===== src/link_sync_params.svh =====
`ifndef LINK_SYNC_PARAMS_SVH
`define LINK_SYNC_PARAMS_SVH
// sync source select encodings
`define SYNC_SEL_SINGLE_ENDED 2'h0
`define SYNC_SEL_TIMESTAMP 2'h1
`define SYNC_SEL_DEDICATED 2'h2
// length of alignment sequence in multiframes
`define ILAS_MULTIFRAMES 8'h04
// frames per multiframe, default
`define FRAMES_PER_MF 8'h20
// multiframe counter width
`define MF_CNT_W 8
`endif


===== src/link_sync_pkg.sv =====
package link_sync_pkg;
  typedef enum logic [2:0] {
    ST_IDLE,
    ST_CGS,
    ST_WAIT_RELEASE,
    ST_ILAS,
    ST_DATA,
    ST_FREE_RUN
  } link_state_t;
  typedef enum logic [1:0] {
    LANE_IDLE,
    LANE_CGS,
    LANE_ILAS,
    LANE_DATA
  } lane_mode_t;
endpackage


===== src/sync_in_if.sv =====
`timescale 1ns/10ps
interface sync_in_if;
  logic request_low;
  logic rise;
  logic fall;
  modport filt (output request_low, output rise, output fall);
  modport seq (input request_low, input rise, input fall);
endinterface


===== src/sync_pin_filter.sv =====
`timescale 1ns/10ps
`include "link_sync_params.svh"
module sync_pin_filter (
  input wire logic clock_in,
  input wire logic sys_rst_in,
  input wire logic pin_in,
  sync_in_if.filt out
);
  logic s1_q, s1_d;
  logic s2_q, s2_d;
  logic s3_q, s3_d;
  logic lvl_q, lvl_d;
  logic rise_q, rise_d;
  logic fall_q, fall_d;

  // three stage capture; a change counts once stages two and three agree
  always_comb
  begin
    s1_d = pin_in;
    s2_d = s1_q;
    s3_d = s2_q;
    lvl_d = lvl_q;
    rise_d = 1'b0;
    fall_d = 1'b0;
    if (s2_q == s3_q && s3_q != lvl_q)
    begin
      lvl_d = s3_q;
      rise_d = s3_q;
      fall_d = ~s3_q;
    end
  end

  // registers reset to pin high, i.e. no request
  always_ff @(posedge clock_in)
  begin
    if (sys_rst_in)
    begin
      s1_q <= 1'b1;
      s2_q <= 1'b1;
      s3_q <= 1'b1;
      lvl_q <= 1'b1;
      rise_q <= 1'b0;
      fall_q <= 1'b0;
    end
    else
    begin
      s1_q <= s1_d;
      s2_q <= s2_d;
      s3_q <= s3_d;
      lvl_q <= lvl_d;
      rise_q <= rise_d;
      fall_q <= fall_d;
    end
  end

  // low level is an asserted request
  assign out.request_low = ~lvl_q; // see RULE_02
  assign out.rise = rise_q;
  assign out.fall = fall_q;
endmodule // sync_pin_filter


===== src/serial_link_sync_request_input.sv =====
// Functional notes
// RULE_01 - single-ended pin is the request source in 8B/10B when select is 0
// RULE_02 - request is active low; low level means synchronisation asked
// RULE_03 - in 64B/66B the request input is ignored entirely
// RULE_04 - in 8B/10B a low request starts code group synchronisation
// RULE_05 - rising request after CGS starts initial lane alignment sequence
// RULE_06 - pin unused when timestamp or dedicated input is the source
// RULE_07 - SYSREF used for synchronisation and deterministic latency
// RULE_08 - SYSREF receiver enable; clearing it powers receiver down
// RULE_09 - timestamp input may serve as differential request in 8b/10b
// RULE_10 - request low again after alignment restarts CGS on all lanes
`timescale 1ns/10ps
`include "link_sync_params.svh"
module serial_link_sync_request_input #(
  parameter logic [7:0] FRAMES_PER_MF = `FRAMES_PER_MF,
  parameter logic [7:0] ILAS_MULTIFRAMES = `ILAS_MULTIFRAMES
) (
  input wire logic clock_in,
  input wire logic sys_rst_in,
  input wire logic link_enable_in,
  input wire logic mode_64b66b_in,
  input wire logic [1:0] sync_source_select_in,
  input wire logic single_ended_sync_request_in,
  input wire logic timestamp_diff_input_in,
  input wire logic dedicated_diff_sync_request_in,
  input wire logic sysref_receiver_enable_in,
  input wire logic sysref_dc_coupling_select_in,
  input wire logic sysref_in,
  output logic [1:0] lane_mode_out,
  output logic multiframe_start_out,
  output logic sysref_receiver_power_out,
  output logic sysref_termination_dc_out,
  output logic sysref_aligned_out,
  output logic link_up_out
);
  sync_in_if se_if ();
  sync_in_if ts_if ();
  sync_in_if dd_if ();
  sync_in_if sr_if ();

  // one synchroniser per asynchronous request source and for SYSREF
  sync_pin_filter u_se (
    .clock_in(clock_in),
    .sys_rst_in(sys_rst_in),
    .pin_in(single_ended_sync_request_in),
    .out(se_if)
  );
  sync_pin_filter u_ts (
    .clock_in(clock_in),
    .sys_rst_in(sys_rst_in),
    .pin_in(timestamp_diff_input_in),
    .out(ts_if)
  );
  sync_pin_filter u_dd (
    .clock_in(clock_in),
    .sys_rst_in(sys_rst_in),
    .pin_in(dedicated_diff_sync_request_in),
    .out(dd_if)
  );
  // sysref is active high; a rising edge shows as fall of the inverted level
  sync_pin_filter u_sr (
    .clock_in(clock_in),
    .sys_rst_in(sys_rst_in),
    .pin_in(~(sysref_in & sysref_receiver_enable_in)), // see RULE_08
    .out(sr_if)
  );

  logic req_low;
  logic req_rise;
  logic req_fall;

  // select request source
  always_comb
  begin
    req_low = 1'b0;
    req_rise = 1'b0;
    req_fall = 1'b0;
    case (sync_source_select_in)
      `SYNC_SEL_SINGLE_ENDED:
      begin
        req_low = se_if.request_low; // see RULE_01
        req_rise = se_if.rise;
        req_fall = se_if.fall;
      end
      `SYNC_SEL_TIMESTAMP:
      begin
        req_low = ts_if.request_low; // see RULE_09
        req_rise = ts_if.rise; // see RULE_06
        req_fall = ts_if.fall;
      end
      `SYNC_SEL_DEDICATED:
      begin
        req_low = dd_if.request_low; // see RULE_06
        req_rise = dd_if.rise;
        req_fall = dd_if.fall;
      end
      default:
      begin
        req_low = 1'b0;
        req_rise = 1'b0;
        req_fall = 1'b0;
      end
    endcase
  end

  link_sync_pkg::link_state_t st_q, st_d;
  logic [7:0] frame_q, frame_d;
  logic [7:0] mf_q, mf_d;
  logic aligned_q, aligned_d;
  logic mfs_q, mfs_d;
  logic sysref_edge;

  assign sysref_edge = sr_if.fall;

  // link state sequencer and multiframe timing
  always_comb
  begin
    st_d = st_q;
    frame_d = frame_q + 8'h01;
    mf_d = mf_q;
    aligned_d = aligned_q;
    mfs_d = 1'b0;
    // sysref realigns the multiframe clock for deterministic latency
    if (sysref_edge)
    begin
      frame_d = 8'h00; // see RULE_07
      aligned_d = 1'b1;
    end
    else if (frame_q == FRAMES_PER_MF - 8'h01)
    begin
      frame_d = 8'h00;
    end
    if (frame_d == 8'h00)
    begin
      mfs_d = 1'b1;
    end
    if (!sysref_receiver_enable_in)
    begin
      aligned_d = 1'b0; // see RULE_08
    end
    case (st_q)
      link_sync_pkg::ST_IDLE:
      begin
        if (link_enable_in && mode_64b66b_in)
        begin
          st_d = link_sync_pkg::ST_FREE_RUN; // see RULE_03
        end
        else if (link_enable_in && req_low)
        begin
          st_d = link_sync_pkg::ST_CGS; // see RULE_04
        end
      end
      link_sync_pkg::ST_CGS:
      begin
        if (req_rise)
        begin
          st_d = link_sync_pkg::ST_WAIT_RELEASE; // see RULE_05
        end
      end
      link_sync_pkg::ST_WAIT_RELEASE:
      begin
        // ilas begins on the next multiframe boundary
        if (req_low)
        begin
          st_d = link_sync_pkg::ST_CGS;
        end
        else if (mfs_d)
        begin
          st_d = link_sync_pkg::ST_ILAS; // see RULE_05
          mf_d = 8'h00;
        end
      end
      link_sync_pkg::ST_ILAS:
      begin
        if (req_fall)
        begin
          st_d = link_sync_pkg::ST_CGS; // see RULE_10
        end
        else if (mfs_d)
        begin
          mf_d = mf_q + 8'h01;
          if (mf_q == ILAS_MULTIFRAMES - 8'h01)
          begin
            st_d = link_sync_pkg::ST_DATA;
          end
        end
      end
      link_sync_pkg::ST_DATA:
      begin
        if (req_fall)
        begin
          st_d = link_sync_pkg::ST_CGS; // see RULE_10
        end
      end
      link_sync_pkg::ST_FREE_RUN:
      begin
        // request input plays no part here
        st_d = link_sync_pkg::ST_FREE_RUN; // see RULE_03
      end
      default:
      begin
        st_d = link_sync_pkg::ST_IDLE;
      end
    endcase
    if (!link_enable_in)
    begin
      st_d = link_sync_pkg::ST_IDLE;
    end
    else if (st_q == link_sync_pkg::ST_FREE_RUN && !mode_64b66b_in)
    begin
      st_d = link_sync_pkg::ST_IDLE;
    end
    else if (st_q != link_sync_pkg::ST_FREE_RUN && mode_64b66b_in)
    begin
      st_d = link_sync_pkg::ST_FREE_RUN; // see RULE_03
    end
  end

  // sequencer registers
  always_ff @(posedge clock_in)
  begin
    if (sys_rst_in)
    begin
      st_q <= link_sync_pkg::ST_IDLE;
      frame_q <= 8'h00;
      mf_q <= 8'h00;
      aligned_q <= 1'b0;
      mfs_q <= 1'b0;
    end
    else
    begin
      st_q <= st_d;
      frame_q <= frame_d;
      mf_q <= mf_d;
      aligned_q <= aligned_d;
      mfs_q <= mfs_d;
    end
  end

  logic [1:0] lane_q, lane_d;

  // lane content decode
  always_comb
  begin
    case (st_d)
      link_sync_pkg::ST_CGS: lane_d = link_sync_pkg::LANE_CGS;
      link_sync_pkg::ST_WAIT_RELEASE: lane_d = link_sync_pkg::LANE_CGS;
      link_sync_pkg::ST_ILAS: lane_d = link_sync_pkg::LANE_ILAS;
      link_sync_pkg::ST_DATA: lane_d = link_sync_pkg::LANE_DATA;
      link_sync_pkg::ST_FREE_RUN: lane_d = link_sync_pkg::LANE_DATA;
      default: lane_d = link_sync_pkg::LANE_IDLE;
    endcase
  end

  // lane mode register
  always_ff @(posedge clock_in)
  begin
    if (sys_rst_in)
    begin
      lane_q <= link_sync_pkg::LANE_IDLE;
    end
    else
    begin
      lane_q <= lane_d;
    end
  end

  // outputs
  assign lane_mode_out = lane_q;
  assign multiframe_start_out = mfs_q;
  assign sysref_receiver_power_out = sysref_receiver_enable_in; // see RULE_08
  assign sysref_termination_dc_out = sysref_dc_coupling_select_in;
  assign sysref_aligned_out = aligned_q;
  assign link_up_out = (lane_q == link_sync_pkg::LANE_DATA);
endmodule // serial_link_sync_request_input


===== config.mk =====
export PLATFORM = sky130hd
export DESIGN_NAME = serial_link_sync_request_input
export DESIGN_NICKNAME = d
export VERILOG_FILES = /design/src/link_sync_pkg.sv /design/src/sync_in_if.sv /design/src/sync_pin_filter.sv /design/src/serial_link_sync_request_input.sv
export VERILOG_INCLUDE_DIRS = /design/src /design/src/src
export SDC_FILE = /design/constraint.sdc
export NUM_CORES = 1
export LEC_CHECK = 0
export BUFFER_PORTS_ARGS = -buffer_cell sky130_fd_sc_hd__buf_2
export CAP_MARGIN = 10
export CORE_AREA = 3 3 81 64
export CTS_BUF_LIST = sky130_fd_sc_hd__clkbuf_8 sky130_fd_sc_hd__clkbuf_16
export DETAILED_ROUTE_END_ITERATION = 10
export DIE_AREA = 0 0 84 67
export GPL_ROUTABILITY_DRIVEN = 0
export SYNTH_ARGS = -nofsm -noshare
export SYNTH_HDL_FRONTEND = slang
export SYNTH_SLANG_ARGS = --single-unit

===== constraint.sdc =====
create_clock -name clock_in -period 2.95 [get_ports clock_in]
set_input_delay 0.295 -clock clock_in [delete_from_list [all_inputs] [get_ports clock_in]]
set_output_delay 0.295 -clock clock_in [all_outputs]
set_load 0.02 [all_outputs]

# Word level (Yosys, flattened, before mapping)
# Cells that the tools add are included.
# classes
mux	25
reduce_logical	21
eq_ne	28
n_bitwise	14
n_addsub	2
# op_table
cell	count
$mux 8	6
$mux 3	12
$pmux 3 s6	1
$add 8x1->8 const B	2
$pmux 8 s2	1
$reduce_or 2->1	7
$not 1->1	13
$eq 3x2->1 const B	4
$eq 3x3->1 const B	4
$pmux 1 s3	3
$eq 8x2->1 const B	1
$eq 8x5->1 const B	1
$logic_and 1x1->1	8
$logic_not 8->1	1
$ne 2x2->1 const B	4
$eq 3x1->1 const B	2
$pmux 2 s3	1
$reduce_and 5->1	1
$eq 1x1->1	4
$eq 2x2->1 const B	2
$ne 1x1->1	4
$logic_not 3->1	1
$ne 3x3->1 const B	1
$eq 2x1->1 const B	1
5 further kinds	5
# word_totals
regBits	46
out_inout_bits	7
elab_cells	119

# Logic depth before layout (Yosys ltp)
# logic_depth
ltp_word	14
ltp_mapped	8

# Cells and area by module
# A second synthesis with hierarchy kept.
# unflattened
cells_unflattened	217
hier_area_um2	2030.7
# by_module_without_submodules
mod	cells_each	n_inst	area_each_um2
serial_link_sync_request_input	153	1	1320.0
sync_pin_filter	16	4	177.7

# Least setup slack after synthesis
# OpenSTA, ideal clock, no wires.
# synth_path
kind	reg-to-reg
startpoint	register frame_q[0]
endpoint	register lane_q[0] (netlist: lane_mode_out[0])
period_less_slack_ns	2.143
setup_ns	0.120
stages_incl_launch_ff	9
arrival_ns	2.023
slack_ns	0.807
n_path_buf	0
path_cell_list	dfxtp_1 > ha_1 > and4_4 > a211o_1 > o21ai_2 > a21o_1 > a31oi_1 > o311a_1 > o31a_1
# synth_between
elab_chain_cells	14
word_cells_on_any_way	22
classes_between	1 x add/sub; 6 x eq/ne; 12 x mux; 3 x reduce/logical
# synth_rtl
element	line	text
start: declaration	serial_link_sync_request_input.sv:107	logic [7:0] frame_q, frame_d;
start signal: assignment	serial_link_sync_request_input.sv:233	frame_q <= frame_d;
$add 8x1->8 or $eq 8x5->1 (tied branches)	serial_link_sync_request_input.sv:119, serial_link_sync_request_input.sv:129	
$mux 8 *	serial_link_sync_request_input.sv:129	else if (frame_q == FRAMES_PER_MF - 8'h01)
$mux 8 *	serial_link_sync_request_input.sv:124	if (sysref_edge)
$logic_not 8->1 *	serial_link_sync_request_input.sv:133	if (frame_d == 8'h00)
$mux 1 *	serial_link_sync_request_input.sv:133	
$mux 3, on equally long branches	serial_link_sync_request_input.sv:179, serial_link_sync_request_input.sv:167	
$mux 3, on equally long branches	serial_link_sync_request_input.sv:175, serial_link_sync_request_input.sv:163	
$pmux 3 s6 *	serial_link_sync_request_input.sv:141	case (st_q)
$mux 3 *	serial_link_sync_request_input.sv:213	else if (st_q != link_sync_pkg::ST_FREE_RUN && mode_64b66b_in)
$mux 3 *	serial_link_sync_request_input.sv:209	else if (st_q == link_sync_pkg::ST_FREE_RUN && !mode_64b66b_in)
$mux 3 *	serial_link_sync_request_input.sv:205	if (!link_enable_in)
$eq 3x3->1 (tied with other cells)	serial_link_sync_request_input.sv:245	case (st_d)
$reduce_or 2->1 (no source line)	--	
$pmux 2 s3 *	serial_link_sync_request_input.sv:245	
end signal: assignment	serial_link_sync_request_input.sv:260	lane_q <= link_sync_pkg::LANE_IDLE;
end signal: assignment	serial_link_sync_request_input.sv:264	lane_q <= lane_d;
end: declaration	serial_link_sync_request_input.sv:240	logic [1:0] lane_q, lane_d;
# Mark *: on every way between the ends. The rest lies on a longest branch, timed or not.
# A chain may end at the register's enable or synchronous reset.

# Worst setup path in the final report
# Ends and elaborated chain as after synthesis.

==> results by group <==
Pwr
  • Leak: 0.8367 nW
  • Gate power share: 0.065
  • Peak VDD IR: 350.0 uV
  • NetSw: 0.0002931 W
  • Clk pwr share: 0.366
  • Switching Share: 0.2581
  • PD cells: 521.3 nW/um2
  • Reg power frac: 0.570
  • Internal: 0.0008426 W

Timing
  • Final Cycle Share: 0.7959
  • # setup viols final: 0
  • RSZ-0062 raised after global routing: false
  • Setup Skew: 0.009728 ns
  • Final min period: 2.348 ns
  • Final hold violations: 0
  • Final number of max-transition violations: 0
  • Final TNS setup: 0 ns
  • Max Clk Rate: 0.4259 GHz
  • Relative slew slack: 0.6735
  • Worst-Margin Slew: 0.4864 ns

Clock network
  • TritonCTS clock tree: built
  • Post-cts sizing count: 0
  • Total CTS buffers: 5
  • Clock Sinks: 46
  • Htree depth: 2
  • Root buffer cell: clkbuf_8
  • CTS Hold Buffers Added: 0
  • Worst-Skew Late Latency: 0.30 ns
  • Setup Buffers After CTS: 0
  • Bufs on Longest Clock Path: 2
  • Clock transition at path regs: 0.10 ns

Place
  • Inst Count DP: 282
  • Port Buffers: 16
  • Post-DP HPWL: 2.476 mm
  • Dpl cell area: 2081 um2

Synthesis
  • Post-synthesis register bit count: 46
  • Post-synth ARST share: 0
  • Yosys top cell area share: 0.4685
  • Share of the yosys chip area belonging to registers: 0.4685
  • Mapped Cells: 216
  • Most frequent cell after synthesis: dfxtp_1
  • Synth top area cells: dfxtp_1, xnor2_1, nor2_1
  • Dominant synthesized flop cell: dfxtp_1
  • Cell Area, Synth: 1966 um2
  • Synth cell types: 50
  • Top cells by count, synth: dfxtp_1, nor2_1, or2_2, xnor2_1
  • EDFF count, synth: 0
  • Yosys top cell by area: dfxtp_1
  • Yosys Warn Count: 0
  • Synthesized area per cell: 9.100 um2
  • Syn nets: 230

Worst setup path
  • Worst-path fanout max: 6
  • Kind of end point of the critical path: flip-flop
  • Slowest CP cell: dfxtp_1
  • Crit path kind: reg -> reg
  • Crit start category: flip-flop
  • Worst Path Required: 3.14 ns
  • CP Cell Sequence: ha_1, and4_4, nand3_1, o21ai_2, a21o_1, a31oi_1, o311a_1, o31a_1
  • Critical path's largest stage delay: 0.43 ns
  • WP data arrival: 2.54 ns
  • R2R setup slack: 0.60 ns
  • Reg2reg path depth: 8

Detailed routing
  • Vias per cell: 5.141
  • DRT iter0 DRCs: 113
  • WL/cell: 12.43 um
  • Drt drc: 0
  • Vias: 1491
  • Final ANT Viol Nets: 0
  • DRT Wirelength: 3.605 mm
  • First drt pass iteration count: 4

Cells and area
  • Layout cells sized above 1: 0.1974
  • Fin area: 2178 um2
  • Nets: 246
  • Final cell count without fillers: 290
  • Synthesis-to-layout area growth: 10.82%
  • Finished Core Util: 0.4906
  • Antenna cells: 0

Global routing
  • M2 GR Usage: 0.1925
  • Overall global routing resource usage: 0.1395
  • Met1 Usage GRT: 0.2054
  • Met3 usage: 0.03461
  • Gr ovfl total: 0
  • Largest net degree at the start of global routing: 20
  • Vias in the first global route: 1304
  • Initial antenna violation count: 0
  • First-pass GRT wire length: 6.230 mm
  • Busiest grt layer: met1

Die
  • Die Ht: 67 um
  • Core area: 4441 um2
  • Standard-cell rows: 21
  • Initial Utilization: 0.4427
  • # IOs: 19
  • Die W: 84 um
  • Die area: 5628 um2

Run status
  • Outcome: completed

Min path
  • Worst Hold Class: in -> reg
  • Worst hold path depth: 2

Job
  • Max-cap viol count: 0
-- per-stage QoR --
stage | power (W) | hold WS, ns | setup slack, ns
floorplan | 0.0007127 | 0.3812 | 0.8069
global placement | 0.0007349 | 0.3919 | 0.6687
detailed placement | 0.0007348 | 0.3929 | 0.6447
CTS | 0.001151 | 0.1548 | 0.6183
global route | 0.001189 | 0.1518 | 0.4580
finish | 0.001136 | 0.1625 | 0.6022
-- path summary, 6_finish.rpt --
| check | from | to |
|---|---|---|
| worst min-delay path | timestamp_diff_input_in | u_ts.s1_q |
| worst min register to register | u_ts.s1_q | u_ts.s2_q |
| worst max-delay path | frame_q[0] | lane_mode_out[0] |
| worst max register to register | frame_q[0] | lane_mode_out[0] |
-- flip-flops by register name, summed over array words and instances, names as in the netlist, 2 cells and up --
signal         flops
st_q               3
mf_q               8
lane_mode_out      2
frame_q            8
-- kinds of logic after synthesis --
group / share of synthesized area
compound gates: 0.1604
xor+xnor: 0.06238
fa+ha+maj: 0.01273
buf+inv: 0.02991
flops: 0.4685
mux: 0.01591
simple gates: 0.2502
-- cell usage in the layout, fill, tap and decap left out, types with 3 or more instances in the layout --
cell type / n
nand4_1: 5
xnor2_1: 12
o21ai_0: 9
a21o_1: 3
nor2b_1: 3
nand3_1: 6
o22ai_1: 3
or2_2: 13
nor2_1: 27
clkbuf_8: 5
a21oi_1: 10
inv_1: 5
and3_1: 4
buf_2: 16
nor3_1: 6
a31oi_1: 4
dfxtp_1: 46
nor3b_1: 6
nand2_1: 10
-- metal layers --
metal | up-vias | part of all wire
li1 | 801 | -
met1 | 673 | 0.55
met2 | 13 | 0.41
met3 | 4 | 0.028
met4 | 0 | 0.011
met5 | - | 0
-- layout make-up --
type / count / area [um2]
clock buffers: 5 / 68.82
multi-input cells: 157 / 985.9
fillers: 454 / 2262
repair buffers: 16 / 80.08
clock inverters: 3 / 28.78
well taps: 57 / 71.32
inverters: 6 / 22.52
flip-flops and latches: 46 / 920.9
-- worst max-delay path: cells and delay by family, from the launching register on --
kind / cells / cell delay (ns)
fa+ha+maj: 1 / 0.24
simple gates: 2 / 0.42
flops: 1 / 0.43
compound gates: 5 / 1.15
-- power by group through the flow --
stage	clock [W]	sequential, W	combinational [W]
after floorplan	0	0.000661	0.0000520
after global placement	0	0.000661	0.0000738
after detailed placement	0	0.000661	0.0000737
after CTS	0.000430	0.000647	0.0000740
after global routing	0.000456	0.000649	0.0000835
final	0.000415	0.000647	0.0000734
Note: power is estimated with default switching activity, not from simulation.
